===== src/logic/exec_defs.svh =====
// constants for the or/move/rotate execution block
`ifndef EXEC_DEFS_SVH
`define EXEC_DEFS_SVH

// widths
`define INSTR_W 14
`define DATA_W 8
`define PC_W 13
`define FADDR_W 7
`define BUS_AW 8
`define BUS_DW 16
`define FILE_WORDS 128

// register indices on the plain register port
`define REG_INSTR 8'h00
`define REG_WORK 8'h01
`define REG_STATUS 8'h02
`define REG_PC 8'h03
`define REG_STACK 8'h04
`define REG_DEPTH 8'h05
`define FILE_SEL_BIT 7

// status register bit positions
`define ST_ZERO 0
`define ST_CARRY 1
`define ST_GIE 2
`define ST_UNSUP 3

// instruction fields
`define OPC_HI 13
`define OPC_LO 8
`define DEST_BIT 7
`define STORE_BIT 7

// opcode patterns, bits 13:8; whole 14-bit words for no-op and return
`define OPC_OR_LIT 6'h38
`define OPC_LOAD_LIT 6'h30
`define OPC_OR_FILE 6'h04
`define OPC_MOVE_FILE 6'h08
`define OPC_ROT_LEFT 6'h0D
`define OPC_SYSTEM 6'h00
`define INSTR_NOP 14'h0000
`define INSTR_RET_INT 14'h0009

// reset values and counter steps
`define WORK_RST 8'h00
`define PC_RST 13'h0000
`define PC_STEP 13'h0001
`define SP_STEP 1'b1

`endif


===== src/logic/exec_pkg.sv =====
// types shared by the execution block
package exec_pkg;
   typedef enum logic [3:0] {
      OP_NOP = 4'h0,
      OP_OR_LIT = 4'h1,
      OP_LOAD_LIT = 4'h2,
      OP_OR_FILE = 4'h3,
      OP_STORE_W = 4'h4,
      OP_MOVE_FILE = 4'h5,
      OP_ROT_LEFT = 4'h6,
      OP_RET_INT = 4'h7,
      OP_UNSUP = 4'h8
   } op_t;
endpackage


===== src/logic/or_move_rotate_execute.sv =====
// execution of the or, move, no-op, return and rotate-left instructions
//
// Notes on behaviour
// - or literal into working, update zero
// - load literal to working, flags untouched
// - load literal don't-care bits must be zero
// - or working with file, destination bit
// - store working into addressed file, no flags
// - move file to working or back
// - move file updates zero in both cases
// - rotate left through carry, destination bit
//
// Local design decisions: the register offsets and the strobed register port.
`timescale 1ns/10ps
`include "exec_defs.svh"
module or_move_rotate_execute
   import exec_pkg::*;
#(
   parameter int STACK_DEPTH = 8
) (
   input wire logic core_clk,
   input wire logic reset_n,
   input wire logic [`BUS_AW-1:0] busAddr,
   input wire logic [`BUS_DW-1:0] busWrData,
   input wire logic busWr,
   input wire logic busRd,
   output logic [`BUS_DW-1:0] busRdData,
   output logic globalInterruptEnable,
   output logic [`PC_W-1:0] progCounter,
   output logic instrDone
);
   localparam int SPW = $clog2(STACK_DEPTH);

   typedef struct packed {
      logic [`DATA_W-1:0] work;
      logic zero;
      logic carry;
      logic global_interrupt_enable;
      logic unsup;
      logic [`PC_W-1:0] pc;
      logic [SPW-1:0] sp;
      logic [STACK_DEPTH-1:0][`PC_W-1:0] stack;
      logic [`INSTR_W-1:0] lastInstr;
      logic [`BUS_DW-1:0] rdData;
      logic done;
   } exec_state_t;

   exec_state_t q;
   exec_state_t d;

   // stack pointer wraps, so depth must be a power of two
   generate
      if (STACK_DEPTH < 2 || (STACK_DEPTH & (STACK_DEPTH - 1)) != 0)
      begin : g_bad_depth
         $error("or_move_rotate_execute: STACK_DEPTH not power of two");
      end
   endgenerate

   logic [`INSTR_W-1:0] instr;
   logic execute;
   logic dest;
   logic [`FADDR_W-1:0] fAddr;
   logic [`DATA_W-1:0] lit;
   op_t op;
   logic [`DATA_W-1:0] fileVal;
   logic [`DATA_W-1:0] busFileVal;
   logic [`DATA_W-1:0] aluResult;
   logic aluZero;
   logic aluCarry;
   logic ramWrEn;
   logic [`FADDR_W-1:0] ramWrAddr;
   logic [`DATA_W-1:0] ramWrData;
   logic fileWrite;
   logic busFileSel;
   logic [`PC_W-1:0] topOfStack;

   // an instruction is issued by writing it to the instruction register
   assign instr = busWrData[`INSTR_W-1:0];
   assign execute = busWr && (busAddr == `REG_INSTR);
   assign dest = instr[`DEST_BIT];
   assign fAddr = instr[`FADDR_W-1:0];
   assign lit = instr[`DATA_W-1:0];
   assign busFileSel = busAddr[`FILE_SEL_BIT];
   assign topOfStack = q.stack[q.sp - `SP_STEP];

   // decode; unknown or out-of-set words fall to the unsupported case
   always_comb begin
      case (instr[`OPC_HI:`OPC_LO])
         `OPC_OR_LIT: op = OP_OR_LIT;
         `OPC_LOAD_LIT: op = OP_LOAD_LIT; // don't-cares must be zero
         `OPC_OR_FILE: op = OP_OR_FILE;
         `OPC_MOVE_FILE: op = OP_MOVE_FILE;
         `OPC_ROT_LEFT: op = OP_ROT_LEFT;
         `OPC_SYSTEM: begin
            if (instr[`STORE_BIT]) begin
               op = OP_STORE_W;
            end else if (instr == `INSTR_NOP) begin
               op = OP_NOP;
            end else if (instr == `INSTR_RET_INT) begin
               op = OP_RET_INT;
            end else begin
               op = OP_UNSUP;
            end
         end
         default: op = OP_UNSUP;
      endcase
   end

   exec_alu u_alu (
      .op(op),
      .workVal(q.work),
      .fileVal(fileVal),
      .literal(lit),
      .carryIn(q.carry),
      .result(aluResult),
      .zeroOut(aluZero),
      .carryOut(aluCarry)
   );

   // file writes: from an instruction, or from software on the file window
   always_comb begin
      case (op)
         OP_OR_FILE: fileWrite = dest;
         OP_STORE_W: fileWrite = 1'b1;
         OP_MOVE_FILE: fileWrite = dest;
         OP_ROT_LEFT: fileWrite = dest;
         default: fileWrite = 1'b0;
      endcase
      ramWrEn = (execute && fileWrite) || (busWr && busFileSel);
      ramWrAddr = execute ? fAddr : busAddr[`FADDR_W-1:0];
      ramWrData = execute ? aluResult : busWrData[`DATA_W-1:0];
   end

   file_reg_ram u_ram (
      .core_clk(core_clk),
      .wrEn(ramWrEn),
      .wrAddr(ramWrAddr),
      .wrData(ramWrData),
      .rdAddrA(fAddr),
      .rdDataA(fileVal),
      .rdAddrB(busAddr[`FADDR_W-1:0]),
      .rdDataB(busFileVal)
   );

   // next state: instruction effects, register writes, read data
   always_comb begin
      d = q;
      d.done = 1'b0;
      d.rdData = '0;
      if (execute) begin
         d.lastInstr = instr;
         d.done = 1'b1;
         d.pc = q.pc + `PC_STEP;
         case (op)
            OP_OR_LIT: begin
               d.work = aluResult;
               d.zero = aluZero;
            end
            OP_LOAD_LIT: d.work = aluResult; // no flag touched
            OP_OR_FILE: begin
               if (!dest) begin
                  d.work = aluResult;
               end
               d.zero = aluZero;
            end
            OP_MOVE_FILE: begin
               if (!dest) begin
                  d.work = aluResult;
               end
               d.zero = aluZero; // either destination
            end
            OP_ROT_LEFT: begin
               if (!dest) begin
                  d.work = aluResult;
               end
               d.carry = aluCarry;
            end
            OP_RET_INT: begin
               d.pc = topOfStack;
               d.sp = q.sp - `SP_STEP;
               d.global_interrupt_enable = 1'b1;
            end
            OP_UNSUP: d.unsup = 1'b1;
            default: ; // no-op or store: only the counter moves here
         endcase
      end else if (busWr) begin
         case (busAddr)
            `REG_WORK: d.work = busWrData[`DATA_W-1:0];
            `REG_STATUS: begin
               d.zero = busWrData[`ST_ZERO];
               d.carry = busWrData[`ST_CARRY];
               d.global_interrupt_enable = busWrData[`ST_GIE];
               // write one to clear; never coincides with an execute
               d.unsup = q.unsup & ~busWrData[`ST_UNSUP];
            end
            `REG_PC: d.pc = busWrData[`PC_W-1:0];
            `REG_STACK: begin
               d.stack[q.sp] = busWrData[`PC_W-1:0];
               d.sp = q.sp + `SP_STEP;
            end
            default: ;
         endcase
      end
      // read data stand only in the cycle after the strobe
      if (busRd) begin
         if (busFileSel) begin
            d.rdData = {{(`BUS_DW-`DATA_W){1'b0}}, busFileVal};
         end else begin
            case (busAddr)
               `REG_INSTR: d.rdData = {{(`BUS_DW-`INSTR_W){1'b0}},
                                       q.lastInstr};
               `REG_WORK: d.rdData = {{(`BUS_DW-`DATA_W){1'b0}}, q.work};
               `REG_STATUS: d.rdData = {{(`BUS_DW-4){1'b0}}, q.unsup,
                                        q.global_interrupt_enable, q.carry, q.zero};
               `REG_PC: d.rdData = {{(`BUS_DW-`PC_W){1'b0}}, q.pc};
               `REG_STACK: d.rdData = {{(`BUS_DW-`PC_W){1'b0}},
                                       topOfStack};
               `REG_DEPTH: d.rdData = `BUS_DW'(q.sp);
               default: d.rdData = '0;
            endcase
         end
      end
   end

   // synchronous reset clears control state; stack contents need none
   always_ff @(posedge core_clk) begin
      if (!reset_n) begin
         q.work <= `WORK_RST;
         q.zero <= 1'b0;
         q.carry <= 1'b0;
         q.global_interrupt_enable <= 1'b0;
         q.unsup <= 1'b0;
         q.pc <= `PC_RST;
         q.sp <= '0;
         q.lastInstr <= `INSTR_NOP;
         q.rdData <= '0;
         q.done <= 1'b0;
      end else begin
         q.work <= d.work;
         q.zero <= d.zero;
         q.carry <= d.carry;
         q.global_interrupt_enable <= d.global_interrupt_enable;
         q.unsup <= d.unsup;
         q.pc <= d.pc;
         q.sp <= d.sp;
         q.lastInstr <= d.lastInstr;
         q.rdData <= d.rdData;
         q.done <= d.done;
      end
      q.stack <= d.stack;
   end

   assign busRdData = q.rdData;
   assign globalInterruptEnable = q.global_interrupt_enable;
   assign progCounter = q.pc;
   assign instrDone = q.done;
endmodule // or_move_rotate_execute


===== src/logic/exec_alu.sv =====
// result and flag logic for the supported operations
`timescale 1ns/10ps
`include "exec_defs.svh"
module exec_alu
   import exec_pkg::*;
(
   input wire op_t op,
   input wire logic [`DATA_W-1:0] workVal,
   input wire logic [`DATA_W-1:0] fileVal,
   input wire logic [`DATA_W-1:0] literal,
   input wire logic carryIn,
   output logic [`DATA_W-1:0] result,
   output logic zeroOut,
   output logic carryOut
);
   // one result path; the caller picks the destination
   always_comb begin
      carryOut = carryIn;
      case (op)
         OP_OR_LIT: result = workVal | literal;
         OP_LOAD_LIT: result = literal;
         OP_OR_FILE: result = workVal | fileVal;
         OP_STORE_W: result = workVal;
         OP_MOVE_FILE: result = fileVal;
         OP_ROT_LEFT: begin
            result = {fileVal[`DATA_W-2:0], carryIn};
            carryOut = fileVal[`DATA_W-1];
         end
         default: result = workVal;
      endcase
      zeroOut = (result == '0);
   end
endmodule // exec_alu


===== src/logic/file_reg_ram.sv =====
// file register array, one write port and two read ports
`timescale 1ns/10ps
`include "exec_defs.svh"
module file_reg_ram #(
   parameter int WORDS = `FILE_WORDS,
   parameter int AW = `FADDR_W
) (
   input wire logic core_clk,
   input wire logic wrEn,
   input wire logic [AW-1:0] wrAddr,
   input wire logic [`DATA_W-1:0] wrData,
   input wire logic [AW-1:0] rdAddrA,
   output logic [`DATA_W-1:0] rdDataA,
   input wire logic [AW-1:0] rdAddrB,
   output logic [`DATA_W-1:0] rdDataB
);
   typedef struct packed {
      logic [WORDS-1:0][`DATA_W-1:0] mem;
   } ram_state_t;

   ram_state_t q;
   ram_state_t d;

   generate
      if (WORDS > (1 << AW) || WORDS < 1) begin : g_bad_size
         $error("file_reg_ram: WORDS does not fit AW");
      end
   endgenerate

   // contents are data, not control, so no reset is needed
   always_comb begin
      d = q;
      if (wrEn) begin
         d.mem[wrAddr] = wrData;
      end
   end

   always_ff @(posedge core_clk) begin
      q <= d;
   end

   // asynchronous reads let an instruction finish in one cycle
   assign rdDataA = q.mem[rdAddrA];
   assign rdDataB = q.mem[rdAddrB];
endmodule // file_reg_ram


===== config.mk =====
export PLATFORM = sky130hd
export DESIGN_NAME = or_move_rotate_execute
export DESIGN_NICKNAME = d
export VERILOG_FILES = /design/src/logic/exec_pkg.sv /design/src/logic/or_move_rotate_execute.sv /design/src/logic/exec_alu.sv /design/src/logic/file_reg_ram.sv
export VERILOG_INCLUDE_DIRS = /design/src /design/src/logic
export SDC_FILE = /design/constraint.sdc
export NUM_CORES = 2
export LEC_CHECK = 0
export BUFFER_PORTS_ARGS = -buffer_cell sky130_fd_sc_hd__buf_2
export CAP_MARGIN = 15
export CORE_MARGIN = 2
export CORE_UTILIZATION = 50
export CTS_BUF_LIST = sky130_fd_sc_hd__clkbuf_8
export DETAILED_ROUTE_END_ITERATION = 8
export PLACE_DENSITY = 0.65
export RECOVER_POWER = 50
export REMOVE_ABC_BUFFERS = 1
export SETUP_SLACK_MARGIN = 0.02
export SKIP_LAST_GASP = 1
export SYNTH_ARGS = -nofsm -noshare
export SYNTH_HDL_FRONTEND = slang
export SYNTH_HIERARCHICAL = 1
export SYNTH_SLANG_ARGS = --single-unit
export TNS_END_PERCENT = 10

===== constraint.sdc =====
create_clock -name core_clk -period 5.8 [get_ports core_clk]
set_input_delay 0 -clock core_clk [delete_from_list [all_inputs] [get_ports core_clk]]
set_output_delay 0 -clock core_clk [all_outputs]
set_load 0.01 [all_outputs]

==> impl_metrics.yaml <==
status:
  status: "finished with violations"
  violations: "capacitance limit, slew limit"
yosys:
  synth.avg_cell_area_um2: 20.0
  synth_edf_count: 1128
  syn_inst: 2793
  yosysWarnings: 6
  ys_seq_area_share_pct: 62.6
  async_flop_share_pct: 0
  synth-seq-cells: 1185
  ys.flop_type: "edfxtp_1"
  yosysUniqueCellTypes: 90
  syn_area_mm2: 0.0559
worst_setup_path:
  critPathMaxFanout: 41
  start_kind: "input port"
  max_stage_delay_ns: 1.82
  crit_type: "input port to flip-flop"
  crit_family: "buffers and inverters"
  crit_cells: 10
  crit_chain: "dlygate4sd3_1, clkbuf_4, buf_4, clkbuf_1, mux4_2, mux4_2, mux4_2, mux2_2, nand2_1, o21ai_0"
  required_ns: 6.50
  r2r_cells: 11
  cpMostUsedCell: "mux4_2"
  cp_slowest_cell: "clkbuf_1"
  end_kind: "flip-flop"
  arrival_ns: 5.83
  crit_buf_inv: 4
finish:
  multi_input_comb_area_mm2: 0.0197
  finalInstanceArea_mm2: 0.0617
  layout-drive-gt1-share_pct: 33.4
  final_nets: 3030
  fillCellCount: 8472
  area_growth_pct: 10.4
  regArea_mm2: 0.0350
clock_tree:
  cts-htree-levels: 4
  cts_tree: "yes"
  cts_setup_buffers: 0
  root_buffer: "clkbuf_8"
  cts-resized-gates: 0
  numCtsBuffers: 189
  cts_max_path_buffers: 3
  cts.sinks: 1185
  path_clk_slew_ns: 0.07
  clock_latency_ns: 0.86
placed_design:
  place_hpwl_um: 97800
  numPortBuffers: 54
  placed_area_mm2: 0.0584
  gp_congestion: 0.875
timing:
  setup_viol: 0
  hold_viol: 0
  slew_headroom_pct: -91.9
  period_share_pct: 88.4
  clock.fmax_mhz: 195
  rsz0062_at_grt: "no"
  worstMarginPinSlew_ns: 2.86
  finalSetupTns_ns: 0
  clock_skew_ns: 0.0398
  final_max_slew_viol_count: 181
  fin_crit_ns: 5.13
detailed_routing:
  wirelength_um: 154000
  drc: 0
  vias: 31500
  wire_per_inst_um: 33.3
  via_per_inst: 6.81
  ant_nets: 0
  drt_iter0_markers: 4102
  firstDrtPassIters: 5
power_and_ir_drop:
  power_density_mw_per_mm2: 280
  power.leakage_nw: 18.8
  ir_worst_vdd_uv: 218
floorplan:
  dieHeight_um: 338
  core_area_mm2: 0.111
  rows: 122
  start_util_pct: 50.5
  pin_count: 59
  dieArea_mm2: 0.115
  die_x_um: 338
flow_run:
  cap_violations: 9
global_routing:
  grt_pass1_vias: 32200
  grt_pass1_wl_um: 225000
  track_usage_pct: 27.2
  grt-ovfl-total: 0
  antenna_found_initial: 7
  grt_max_degree: 129
min_path:
  hold_path_class: "input port to flip-flop"
  min_path_cells: 4
-- stage by stage --
step / worst slack [ns] / instances / util, % / hold WS, ns / power [mW]
after floorplan: 1.03 / 2548 / - / 0.0989 / 10.3
after global placement: 0.952 / 4250 / 52.7 / 0.315 / 11.0
after detailed placement: 0.808 / 4250 / 52.7 / 0.312 / 11.0
after CTS: 1.14 / 4625 / 56.1 / 0.0614 / 17.4
after global routing: 0.532 / 4634 / 55.7 / 0.129 / 17.8
final: 0.674 / 4634 / 55.7 / 0.153 / 17.3
-- worst register-to-register path, cell delays in order (launching register included) --
cell,delay (ns)
edfxtp_1,0.38
mux4_2,0.49
mux4_2,0.56
mux4_2,0.60
mux2_2,0.36
mux2i_1,0.17
nor2_1,0.08
a31oi_1,0.22
o21ai_0,0.17
nand2_1,0.17
nand2_4,0.44
buf_12,0.42
-- power breakdown --
| group | switching, mW | total [mW] | leakage (nW) | internal [mW] |
|---|---|---|---|---|
| combinational | 0.826 | 1.45 | 6.29 | 0.622 |
| sequential | 0.00849 | 9.39 | 10.6 | 9.38 |
| clock | 3.28 | 6.46 | 1.96 | 3.18 |
| total | 4.12 | 17.3 | 18.8 | 13.2 |
-- worst paths after layout --
| path | from | slack, ns | endpoint |
|---|---|---|---|
| max | busAddr[2] | 0.67 | busRdData[0] |
| min | reset_n | 0.15 | progCounter[8] |
| max reg2reg | u_ram/q[1021] | 1.39 | u_ram/q[878] |
| min reg2reg | q[19] | 0.46 | q[19] |
-- Yosys cell counts (all sizes together), types with 4 or more instances --
master,number,area [µm²]
nor4,6,50.0
o2111ai,4,35.0
a22oi,12,90.1
buf,140,832
o21ai,45,225
nor2b,19,119
a211oi,8,85.1
a211o,7,61.3
xnor2,7,61.3
xor2,6,52.6
nor3,20,121
nand3,23,115
a32oi,7,68.8
a21oi,27,135
mux2i,12,120
and3,6,37.5
nand2,111,417
inv,12,45.0
nand2b,18,120
a21boi,4,30.0
mux4,701,15800
nor2,160,619
o22ai,4,25.0
nand4,8,50.1
or3,7,43.8
dfxtp,57,1140
a311oi,13,120
a31oi,13,81.3
mux2,28,315
clkbuf,106,399
edfxtp,1128,33900
o211ai,5,37.5
a22o,4,35.0
and2,4,25.0
-- sequential cells by signal, summed over array words and instances (netlist names) --
register / flops
u_ram/q: 1024
q: 132
busRdData: 14
progCounter: 13
globalInterruptEnable: 1
instrDone: 1
-- routing by layer --
layer  vias up  part of all wire [%]  global-route usage (%)
li1      12500                     -                       -
met1     16700                    38                    37.5
met2      1946                    48                    42.2
met3       393                   9.8                    5.62
met4         2                   4.5                    12.3
met5         -                0.0097                       0
-- cells in the final DEF, fill, tap and decap left out, drive strengths merged, types with 13 or more instances in the layout --
| cell | synthesis | routed |
|---|---|---|
| edfxtp | 1128 | 1128 |
| mux4 | 701 | 701 |
| clkbuf | 106 | 342 |
| nor2 | 160 | 160 |
| nand2 | 111 | 111 |
| inv | 12 | 89 |
| buf | 140 | 73 |
| clkinv | 0 | 61 |
| dfxtp | 57 | 57 |
| o21ai | 45 | 45 |
| dlygate4sd3 | 0 | 38 |
| mux2 | 28 | 28 |
| a21oi | 27 | 27 |
| nand3 | 23 | 23 |
| nor3 | 20 | 20 |
| nor2b | 19 | 19 |
| nand2b | 18 | 18 |
| a311oi | 13 | 13 |
| a31oi | 13 | 13 |
-- layout make-up --
class                           count  area share (%)
Clock buffer                      193            4.30
Clock inverter                    144            1.10
Sequential cell                  1185            56.7
Timing Repair Buffer              260            2.87
Multi-Input combinational cell   1351            31.9
Antenna cell                        1         0.00405
Inverter                           12          0.0730
Tap cell                         1488            3.02
-- timing repair --
| item | CTS | global route |
|---|---|---|
| setup endpoints to repair | 0 | 0 |
| hold endpoints to repair | 200 | 0 |
| hold buffers | 38 | 0 |
-- cell families (layout without fill, tap and decap cells) --
logic type / after synthesis / count (layout) / synth area share (%)
flip-flops: 1185 / 1185 / 62.6
multiplexers: 741 / 741 / 29.0
buffers and inverters: 258 / 609 / 2.28
AO/OA/AOI/OAI: 188 / 188 / 2.42
other: 1 / 3 / 0.00671
AND/OR/NAND/NOR: 404 / 404 / 3.41
XOR/XNOR: 13 / 13 / 0.204
adder cells (fa/ha/maj): 3 / 3 / 0.0671
No activity file was read; power rests on OpenSTA's default activity.
